**src/drfs_pkg.sv**
```systemverilog
package drfs_pkg;
    // Base timing
    localparam int unsigned CLK_PERIOD_NS = 10;
    localparam int unsigned TICK_NS = 1000000;
    localparam int unsigned TICK_CYCLES = TICK_NS / CLK_PERIOD_NS;
    localparam int unsigned TICK_W = 17;
    localparam int unsigned TICK_MS = 1;
    localparam int unsigned CNT_W = 16;

    // Durations in milliseconds, picked inside the permitted windows
    localparam int unsigned BLINK_PERIOD_MS = 4000;
    localparam int unsigned BLINK_DUTY_PCT = 25;
    localparam int unsigned PG_DELAY_MS = 20;
    localparam int unsigned UV_FILTER_MS = 120;
    localparam int unsigned OOT_DEGLITCH_MS = 80;
    localparam int unsigned OVERLOAD_MS = 80;
    localparam int unsigned SHORT_MS = 30;
    localparam int unsigned COOL_OFF_MS = 1300;

    // Same durations in ticks
    localparam logic [11:0] BLINK_TICKS = 12'(BLINK_PERIOD_MS / TICK_MS);
    localparam logic [11:0] BLINK_LIT_TICKS =
        12'(BLINK_PERIOD_MS * BLINK_DUTY_PCT / 100 / TICK_MS);
    localparam logic [15:0] PG_TICKS = 16'(PG_DELAY_MS / TICK_MS);
    localparam logic [15:0] UV_TICKS = 16'(UV_FILTER_MS / TICK_MS);
    localparam logic [15:0] OOT_TICKS = 16'(OOT_DEGLITCH_MS / TICK_MS);
    localparam logic [15:0] OVL_TICKS = 16'(OVERLOAD_MS / TICK_MS);
    localparam logic [15:0] SHORT_TICKS = 16'(SHORT_MS / TICK_MS);
    localparam logic [15:0] COOL_TICKS = 16'(COOL_OFF_MS / TICK_MS);

    localparam logic [3:0] RETRY_MAX = 4'hF;

    // Bit positions of the synchronised input vector
    localparam int unsigned IN_W = 17;
    localparam int unsigned IN_EN = 0;
    localparam int unsigned IN_BAT_LOW = 1;
    localparam int unsigned IN_BAT_UV = 2;
    localparam int unsigned IN_AT_BAT = 3;
    localparam int unsigned IN_ABOVE_1V6 = 4;
    localparam int unsigned IN_FB1_OK = 5;
    localparam int unsigned IN_FB2_OK = 6;
    localparam int unsigned IN_ZI1 = 7;
    localparam int unsigned IN_ZI2 = 8;
    localparam int unsigned IN_LOAD_HI = 9;
    localparam int unsigned IN_LOAD_LO = 10;
    localparam int unsigned IN_BUCK_PEAK = 11;
    localparam int unsigned IN_BUCK_LOW = 12;
    localparam int unsigned IN_LS_ILIM = 13;
    localparam int unsigned IN_SHORT = 14;
    localparam int unsigned IN_OVERLOAD = 15;
    localparam int unsigned IN_SW_CLK = 16;

    typedef enum logic [3:0] {
        DRFS_OFF,
        DRFS_LINEAR,
        DRFS_FIXED,
        DRFS_RAMP,
        DRFS_BUCK,
        DRFS_PG_WAIT,
        DRFS_RUN,
        DRFS_COOL,
        DRFS_LATCH
    } drfs_state_t;
endpackage

```
**src/drfs_sequencer.sv**
```systemverilog
// Behaviour
// Low battery blinks indicator, 4 s, 25% lit
// Battery above threshold: indicator steadily on
// Zero current closes anti-ring switch until switching
// Enable rise starts linear current-limited boost phase
// Fixed duty to 1.6V, then PFM control
// Buck enabled only after boost reaches 92.5%
// Supply-ok rises 10-50 ms after buck ready
// Supply-ok needs both feedbacks and battery; deglitched
// Boost PWM entry at 90 mA, exit 30 mA
// Buck PFM: peak trip off, restart below regulation
// Battery undervoltage 100-150 ms drops outputs
// Fault: discharge outputs, then cool off
// Restart after 1.3 s cool-off if battery ok
// Fifteenth fault cycle latches outputs off
// Power cycle or enable toggle clears latch-off
// Output out of tolerance past deglitch faults
// Boost short: linear limit, latch after 30 ms
// Low-side limit: swap switches until next clock
// Boost overload 60-120 ms faults both outputs
// Discharge on while disabled or supply not ok
// All durations from one millisecond tick
// Reset and enable rise clear retries, latches
`timescale 1ns/1ns
module drfs_sequencer #(
    parameter int unsigned TICK_CYCLES = drfs_pkg::TICK_CYCLES
) (
    input wire logic clk,
    input wire logic resetn,
    input wire logic ce,
    input wire logic enable_pin,
    input wire logic battery_input_low,
    input wire logic battery_input_uv,
    input wire logic boost_output_at_battery,
    input wire logic boost_output_above_1v6,
    input wire logic boost_feedback_sense_ok,
    input wire logic buck_feedback_sense_ok,
    input wire logic boost_zero_current,
    input wire logic buck_zero_current,
    input wire logic boost_load_high,
    input wire logic boost_load_low,
    input wire logic buck_peak_trip,
    input wire logic buck_below_reg,
    input wire logic boost_ls_ilim,
    input wire logic boost_hs_short,
    input wire logic boost_overload,
    input wire logic boost_sw_clock,
    output logic indicator_led,
    output logic supply_ok_flag,
    output logic boost_hs_linear,
    output logic boost_fixed_duty_en,
    output logic boost_pfm_en,
    output logic boost_pwm_mode,
    output logic boost_ls_on,
    output logic boost_hs_on,
    output logic buck_en,
    output logic buck_hs_on,
    output logic boost_ring_sw,
    output logic buck_ring_sw,
    output logic boost_discharge,
    output logic buck_discharge,
    output logic latched_off
);
    typedef struct packed {
        drfs_pkg::drfs_state_t st;
        logic [drfs_pkg::TICK_W-1:0] tick;
        logic [15:0] tmr;
        logic [15:0] uv_cnt;
        logic [15:0] oot_cnt;
        logic [15:0] ovl_cnt;
        logic [15:0] sc_cnt;
        logic [11:0] blink;
        logic [3:0] retry;
        logic en_d;
        logic sw_d;
        logic pwm;
        logic ls_on;
        logic hs_on;
        logic hs_lin;
        logic fixed_en;
        logic pfm_en;
        logic buck_en;
        logic buck_hs;
        logic ring1;
        logic ring2;
        logic pg;
        logic led;
        logic dis1;
        logic dis2;
        logic latched;
    } drfs_regs_t;

    drfs_regs_t r;
    drfs_regs_t n;
    logic [drfs_pkg::IN_W-1:0] s;
    logic tk;
    logic en_rise;
    logic active;
    logic active_n;
    logic pg_cond;
    logic fault;
    logic short_trip;
    logic fault_take;
    logic switching_n;
    logic sw_rise;

    drfs_sync #(
        .W(drfs_pkg::IN_W)
    ) u_sync (
        .clk(clk),
        .resetn(resetn),
        .ce(ce),
        .d({boost_sw_clock, boost_overload, boost_hs_short, boost_ls_ilim,
            buck_below_reg, buck_peak_trip, boost_load_low, boost_load_high,
            buck_zero_current, boost_zero_current, buck_feedback_sense_ok,
            boost_feedback_sense_ok, boost_output_above_1v6,
            boost_output_at_battery, battery_input_uv, battery_input_low,
            enable_pin}),
        .q(s)
    );

    // Qualification timer: zero when idle, else counts ticks, saturating
    function automatic logic [15:0] drfs_run(
        input logic cond,
        input logic t,
        input logic [15:0] c
    );
        logic [15:0] v;
        v = c;
        if (!cond) begin
            v = 16'h0000;
        end else if (t && c != 16'hFFFF) begin
            v = c + 16'h0001;
        end
        return v;
    endfunction

    function automatic logic drfs_is_active(input drfs_pkg::drfs_state_t st);
        return st != drfs_pkg::DRFS_OFF && st != drfs_pkg::DRFS_COOL &&
            st != drfs_pkg::DRFS_LATCH;
    endfunction

    always_comb begin
        n = r;
        tk = (r.tick == drfs_pkg::TICK_W'(TICK_CYCLES - 1));
        n.tick = tk ? '0 : r.tick + 1'b1;
        en_rise = s[drfs_pkg::IN_EN] && !r.en_d;
        n.en_d = s[drfs_pkg::IN_EN];
        active = drfs_is_active(r.st);

        // Indicator
        if (tk) begin
            n.blink = (r.blink == drfs_pkg::BLINK_TICKS - 12'h001) ?
                12'h000 : r.blink + 12'h001;
        end
        if (s[drfs_pkg::IN_BAT_LOW]) begin
            n.led = (n.blink < drfs_pkg::BLINK_LIT_TICKS);
        end else begin
            n.led = 1'b1;
        end

        // Fault qualification
        pg_cond = s[drfs_pkg::IN_FB1_OK] && s[drfs_pkg::IN_FB2_OK] &&
            !s[drfs_pkg::IN_BAT_UV];
        n.uv_cnt = drfs_run(active && s[drfs_pkg::IN_BAT_UV], tk,
            r.uv_cnt);
        n.oot_cnt = drfs_run(r.pg && !(s[drfs_pkg::IN_FB1_OK] &&
            s[drfs_pkg::IN_FB2_OK]), tk, r.oot_cnt);
        n.ovl_cnt = drfs_run(active && s[drfs_pkg::IN_OVERLOAD], tk,
            r.ovl_cnt);
        n.sc_cnt = drfs_run(active && s[drfs_pkg::IN_SHORT], tk,
            r.sc_cnt);
        fault = r.uv_cnt >= drfs_pkg::UV_TICKS ||
            r.oot_cnt >= drfs_pkg::OOT_TICKS ||
            r.ovl_cnt >= drfs_pkg::OVL_TICKS;
        short_trip = r.sc_cnt >= drfs_pkg::SHORT_TICKS;
        fault_take = 1'b0;

        if (tk && r.tmr != 16'hFFFF) begin
            n.tmr = r.tmr + 16'h0001;
        end

        case (r.st)
            drfs_pkg::DRFS_OFF: begin
            end
            drfs_pkg::DRFS_LINEAR: begin
                if (s[drfs_pkg::IN_AT_BAT]) begin
                    n.st = drfs_pkg::DRFS_FIXED;
                end
            end
            drfs_pkg::DRFS_FIXED: begin
                if (s[drfs_pkg::IN_ABOVE_1V6]) begin
                    n.st = drfs_pkg::DRFS_RAMP;
                end
            end
            drfs_pkg::DRFS_RAMP: begin
                if (s[drfs_pkg::IN_FB1_OK]) begin
                    n.st = drfs_pkg::DRFS_BUCK;
                end
            end
            drfs_pkg::DRFS_BUCK: begin
                if (s[drfs_pkg::IN_FB2_OK]) begin
                    n.st = drfs_pkg::DRFS_PG_WAIT;
                    n.tmr = 16'h0000;
                end
            end
            drfs_pkg::DRFS_PG_WAIT: begin
                // Delay restarts if the supply condition wavers
                if (!pg_cond) begin
                    n.tmr = 16'h0000;
                end else if (r.tmr >= drfs_pkg::PG_TICKS) begin
                    n.st = drfs_pkg::DRFS_RUN;
                    n.pg = 1'b1;
                end
            end
            drfs_pkg::DRFS_RUN: begin
            end
            drfs_pkg::DRFS_COOL: begin
                if (r.tmr >= drfs_pkg::COOL_TICKS &&
                    !s[drfs_pkg::IN_BAT_UV]) begin
                    n.st = drfs_pkg::DRFS_LINEAR;
                end
            end
            drfs_pkg::DRFS_LATCH: begin
            end
            default: begin
                n.st = drfs_pkg::DRFS_OFF;
            end
        endcase

        if (!s[drfs_pkg::IN_EN]) begin
            n.st = drfs_pkg::DRFS_OFF;
            n.pg = 1'b0;
        end else if (en_rise) begin
            // Enable toggle is also the way out of latch-off
            n.st = drfs_pkg::DRFS_LINEAR;
            n.retry = 4'h0;
            n.pg = 1'b0;
        end else if (active && short_trip) begin
            n.st = drfs_pkg::DRFS_LATCH;
            n.pg = 1'b0;
        end else if (active && fault) begin
            fault_take = 1'b1;
            n.pg = 1'b0;
            n.tmr = 16'h0000;
            n.retry = r.retry + 4'h1;
            n.st = (r.retry == drfs_pkg::RETRY_MAX - 4'h1) ?
                drfs_pkg::DRFS_LATCH : drfs_pkg::DRFS_COOL;
        end
        active_n = drfs_is_active(n.st);

        // Boost power stage
        n.hs_lin = (n.st == drfs_pkg::DRFS_LINEAR) ||
            (active_n && s[drfs_pkg::IN_SHORT]);
        n.fixed_en = (n.st == drfs_pkg::DRFS_FIXED);
        if (!active_n || n.st == drfs_pkg::DRFS_LINEAR) begin
            n.pwm = 1'b0;
        end else if (s[drfs_pkg::IN_LOAD_HI]) begin
            n.pwm = 1'b1;
        end else if (s[drfs_pkg::IN_LOAD_LO]) begin
            n.pwm = 1'b0;
        end
        n.pfm_en = active_n && !n.pwm && n.st != drfs_pkg::DRFS_LINEAR &&
            n.st != drfs_pkg::DRFS_FIXED;
        n.sw_d = s[drfs_pkg::IN_SW_CLK];
        sw_rise = s[drfs_pkg::IN_SW_CLK] && !r.sw_d;
        switching_n = n.fixed_en || n.pwm;
        if (!switching_n) begin
            n.ls_on = 1'b0;
            n.hs_on = 1'b0;
        end else if (s[drfs_pkg::IN_LS_ILIM]) begin
            n.ls_on = 1'b0;
            n.hs_on = 1'b1;
        end else if (sw_rise) begin
            // Only a fresh clock edge may turn the low side back on
            n.ls_on = 1'b1;
            n.hs_on = 1'b0;
        end else if (!s[drfs_pkg::IN_SW_CLK] && r.ls_on) begin
            n.ls_on = 1'b0;
            n.hs_on = 1'b1;
        end
        n.ring1 = active_n && !n.ls_on && !n.hs_on &&
            (s[drfs_pkg::IN_ZI1] || r.ring1);

        // Buck power stage
        n.buck_en = n.st == drfs_pkg::DRFS_BUCK ||
            n.st == drfs_pkg::DRFS_PG_WAIT || n.st == drfs_pkg::DRFS_RUN;
        if (!n.buck_en || s[drfs_pkg::IN_BUCK_PEAK]) begin
            n.buck_hs = 1'b0;
        end else if (s[drfs_pkg::IN_BUCK_LOW]) begin
            n.buck_hs = 1'b1;
        end
        n.ring2 = n.buck_en && !n.buck_hs &&
            (s[drfs_pkg::IN_ZI2] || r.ring2);

        // Discharge follows enable and the supply-ok output
        n.dis1 = !s[drfs_pkg::IN_EN] || !n.pg;
        n.dis2 = !s[drfs_pkg::IN_EN] || !n.pg;
        n.latched = (n.st == drfs_pkg::DRFS_LATCH);
    end

    always_ff @(posedge clk or negedge resetn) begin
        if (!resetn) begin
            r <= '0;
            r.st <= drfs_pkg::DRFS_OFF;
            r.dis1 <= 1'b1;
            r.dis2 <= 1'b1;
        end else if (ce) begin
            r <= n;
        end
    end

    assign indicator_led = r.led;
    assign supply_ok_flag = r.pg;
    assign boost_hs_linear = r.hs_lin;
    assign boost_fixed_duty_en = r.fixed_en;
    assign boost_pfm_en = r.pfm_en;
    assign boost_pwm_mode = r.pwm;
    assign boost_ls_on = r.ls_on;
    assign boost_hs_on = r.hs_on;
    assign buck_en = r.buck_en;
    assign buck_hs_on = r.buck_hs;
    assign boost_ring_sw = r.ring1;
    assign buck_ring_sw = r.ring2;
    assign boost_discharge = r.dis1;
    assign buck_discharge = r.dis2;
    assign latched_off = r.latched;
endmodule // drfs_sequencer

```
**src/drfs_sync.sv**
```systemverilog
`timescale 1ns/1ns
module drfs_sync #(
    parameter int unsigned W = 1
) (
    input wire logic clk,
    input wire logic resetn,
    input wire logic ce,
    input wire logic [W-1:0] d,
    output logic [W-1:0] q
);
    typedef struct packed {
        logic [W-1:0] s1;
        logic [W-1:0] s2;
        logic [W-1:0] s3;
        logic [W-1:0] q;
    } drfs_sync_t;

    drfs_sync_t r;
    drfs_sync_t n;

    // Stage one feeds only stage two; the output moves when two and three agree
    always_comb begin
        n = r;
        n.s1 = d;
        n.s2 = r.s1;
        n.s3 = r.s2;
        n.q = (r.s2 & r.s3) | (r.q & (r.s2 | r.s3));
    end

    always_ff @(posedge clk or negedge resetn) begin
        if (!resetn) begin
            r <= '0;
        end else if (ce) begin
            r <= n;
        end
    end

    assign q = r.q;
endmodule // drfs_sync

```
**config.mk**
```make
export PLATFORM = sky130hd
export DESIGN_NAME = drfs_sequencer
export DESIGN_NICKNAME = d
export VERILOG_FILES = /design/src/drfs_pkg.sv /design/src/drfs_sequencer.sv /design/src/drfs_sync.sv
export SDC_FILE = /design/constraint.sdc
export NUM_CORES = 1
export LEC_CHECK = 0
export BUFFER_PORTS_ARGS = -buffer_cell sky130_fd_sc_hd__buf_2
export CAP_MARGIN = 10
export CORE_MARGIN = 4
export CORE_UTILIZATION = 45
export CTS_BUF_LIST = sky130_fd_sc_hd__clkbuf_4 sky130_fd_sc_hd__clkbuf_8
export DETAILED_ROUTE_END_ITERATION = 6
export PLACE_DENSITY = 0.66
export SYNTH_ARGS = -nofsm -noshare
export SYNTH_HDL_FRONTEND = slang
export SYNTH_HIERARCHICAL = 1
export SYNTH_SLANG_ARGS = --single-unit
export TNS_END_PERCENT = 5
```
**constraint.sdc**
```tcl
create_clock -name clk -period 2.3 [get_ports clk]
set_input_delay 0.23 -clock clk [delete_from_list [all_inputs] [get_ports clk]]
set_output_delay 0.23 -clock clk [all_outputs]
set_load 0.03 [all_outputs]
```
==> summary.md <==
| Metric | Value |
|---|---|
| Vias | 8,555 |
| Reg2reg end | boost_ring_sw |
| RSZ-0062 raised after global routing | yes |
| Critical R2R Launch | r[91] |
| Max VDD drop | 0.547 mV |
| Share of layout cells above drive strength 1 | 31.0% |
| Final hold slack | 0.277 ns |
| Row count | 55 |
| Power Density | 727 mW/mm^2 |
| DRT Wirelength | 23.8 mm |
| Clk slew on worst S/H paths | 0.06 ns |
| Clk_skew | 0.0206 ns |
| Nets | 1,295 |
| Most frequent cells in the layout | 199 x dfrtp_1, 161 x buf_4, 110 x nand2_1 |
| DRC | 0 |
| Yosys cell types | 72 |
| Worst skew pair latency | 0.53 ns |
| Ys flop type | dfrtp_1 |
| Async S/R FF share, synth | 100% |
| Syn_area_per_cell | 9.85 um^2 |
| Clk sinks | 201 |
| First-pass GRT wire length | 39.9 mm |
| CP Max Fanout | 4 |
| Worst-margin pin slew | 0.606 ns |
| CTS tree | yes |
| DRT antenna net count | 0 |
| R2R cell count | 8 |
| Die width | 160 um |
| Initial Util | 45.7% |
| Max-slew violations | 0 |
| Yosys Warn Count | 6 |
| Worst setup margin | -0.197 ns |
| Worst endpoint required time | 2.69 ns |
| RD Place Congestion | 0.835 |
| Port bufs | 34 |
| Routed wl met2 | 11.4 mm |
| Final HPWL DP | 16.1 mm |
| Cell Count, Final, Fillers Out | 1,570 |
| Synthesis-to-finish area growth | 29.1% |
| Rel. slew slack | 58.6% |
| Placed Cells | 1,481 |
| Worst min path class | primary input to async pin |
| Crit. End Element | flip-flop |
| Sequential area share after synthesis | 48.6% |
| Core area | 0.0226 mm^2 |
| Largest net degree at the start of global routing | 117 |
| Final Hold Viols | 0 |
| Flop2flop setup slack | -0.20 ns |
| H-tree levels | 2 |
| Lkg Pwr | 6.03 nW |
| Max incr delay on CP | 0.57 ns |
| Final-report setup violation count | 9 |
| Initial DRC Count | 486 |
| Vias in the first global route | 8,306 |
| Bufs on Longest Clock Path | 3 |
| Boundary Pins | 35 |
| Final min period | 2.50 ns |
| Syn Inst Count | 1,050 |
| Diodes inserted | 0 |
| Run status | finished with violations |
| Worst Setup Path Type | flip-flop to flip-flop |
| EDFF count, synth | 0 |
| DR vias/cell | 5.45 |
| #FFs+latches synth | 201 |
| Syn_nets | 1,084 |
| DR pass1 iterations | 5 |
| Commonest non-fill, non-tap cell in the layout | dfrtp_1 |
| Fmax | 400 MHz |
| M1 wire length | 11.0 mm |
| Violated checks | setup timing |
| Crit share post-route | 109% |
| Max-cap violations | 0 |
| Worst Path Arrival | 2.88 ns |
| CP max stage cell | or4_4 |
| Wire length on met3 | 1.07 mm |
| Syn Std Cell Area | 0.0103 mm^2 |
| WL per Instance | 15.1 um |
| Num CTS Buffers | 38 |
| Die area | 0.0255 mm^2 |
| TNS Setup | -1.32 ns |
| CP dominant cell by count | nand4_1 |
| Die Y-Extent | 160 um |
| Worst Setup Start Kind | flip-flop |
| Highest Signal Layer | met4 |
| Initial antenna violation count | 0 |
| CP cell instances | nor4_4, nand4_1, buf_4, o31ai_4, nand4_1, or4_4, o2111ai_1, o221ai_1 |
| CTS Root Cell | clkbuf_8 |
| Gr ovfl total | 0 |
| GRT Util Overall | 18.3% |
## per-layer routing
metal  up-vias  GRT usage, %
met2       150          30.2
li1       4166             -
met4         0          4.38
met1      4218          25.1
met3        21          3.43
met5         -             0
## sequential cells by signal, summed over array words and instances (netlist names)
register,flops
indicator_led,1
boost_ls_on,1
supply_ok_flag,1
boost_fixed_duty_en,1
buck_discharge,1
boost_ring_sw,1
boost_pwm_mode,1
u_sync/q,17
buck_hs_on,1
boost_hs_linear,1
boost_pfm_en,1
r,119
buck_en,1
u_sync/n,34
boost_hs_on,1
buck_ring_sw,1
u_sync/r,17
latched_off,1
## layout make-up
type,instances,area (um^2)
Tap cell,285,357
Fill cell,1880,9280
Multi-Input combinational cell,750,5270
Clock inverter,5,32.5
Sequential cell,201,5030
Timing Repair Buffer,226,1750
Clock buffer,59,762
Inverter,44,165
## stage by stage
stage                     worst slack, ns  util [%]  cell area [um^2]  power (W)
after floorplan                   -0.0953         -             10400    0.00544
after global placement             -0.478      52.4             11900    0.00593
after detailed placement           -0.516      52.4             11900    0.00599
after CTS                          -0.360      57.7             13100    0.00972
after global routing               -0.292      59.0             13400     0.0103
final                              -0.197      59.0             13400    0.00971
## critical path, delay by kind of cell (launching register included)
family                 cells  cell delay (ns)
AOI/OAI and AO/OA          3             0.46
DFF                        1             0.40
buffers and inverters      1             0.19
and+or+nand+nor            4             1.29
## kinds of logic after synthesis
family | Yosys count | synth area share [%]
fa+ha+maj | 14 | 1.69
buf+inv | 99 | 4.76
simple gates | 404 | 19.9
xor+xnor | 66 | 5.59
mux | 43 | 5.68
flops | 201 | 48.6
compound gates | 223 | 13.8
## worst max-delay path by stage
stage / from / to / slack [ns] / cells past startpoint
2_1_floorplan: r[131] / boost_ring_sw / -0.1 / 8
3_3_place_gp: r[91] / boost_ls_on / -0.48 / 8
3_5_place_dp: r[91] / boost_hs_linear / -0.52 / 8
4_1_cts: r[90] / boost_ring_sw / -0.36 / 8
5_1_grt: r[74] / boost_ring_sw / -0.29 / 8
6_report: r[91] / boost_ring_sw / -0.20 / 8
## synthesized netlist by cell type, types with 7 or more instances
master | count | area, um^2
a31oi_1 | 14 | 87.6
a21oi_1 | 48 | 240
clkbuf_1 | 24 | 90.1
mux2_4 | 29 | 435
xnor2_1 | 38 | 333
nand2_1 | 110 | 413
and3_1 | 19 | 119
nand2b_1 | 20 | 125
or3_1 | 10 | 62.6
nor3_1 | 25 | 125
nor2_1 | 91 | 342
ha_1 | 14 | 175
o21ai_0 | 80 | 400
nand3_1 | 31 | 155
o2bb2ai_1 | 18 | 158
xor2_1 | 28 | 245
dfrtp_1 | 200 | 5000
buf_4 | 21 | 158
nor4_1 | 14 | 87.6
and4_1 | 9 | 78.8
o31ai_1 | 14 | 105
nand4_1 | 30 | 188
and2_1 | 7 | 43.8
inv_1 | 43 | 161
or4_1 | 7 | 52.6
mux2_2 | 10 | 113
## timing repair
| action | in CTS | in global routing |
|---|---|---|
| buffers inserted | 2 | 5 |
| pin swaps | 12 | 22 |
| hold buffers | 19 | 0 |
| gates resized for setup | 55 | 59 |
| endpoints found under the hold margin | 77 | 0 |
| setup endpoints to repair | 46 | 78 |
## power by group
part / internal (W) / total, W / leakage [nW] / switching (W)
Sequential: 0.00390 / 0.00422 / 2.61 / 0.000326
Combinational: 0.000886 / 0.00192 / 3.00 / 0.00103
Clock: 0.00210 / 0.00357 / 0.424 / 0.00147
Total: 0.00688 / 0.00971 / 6.03 / 0.00282
Note: power is estimated with default switching activity, not from simulation.
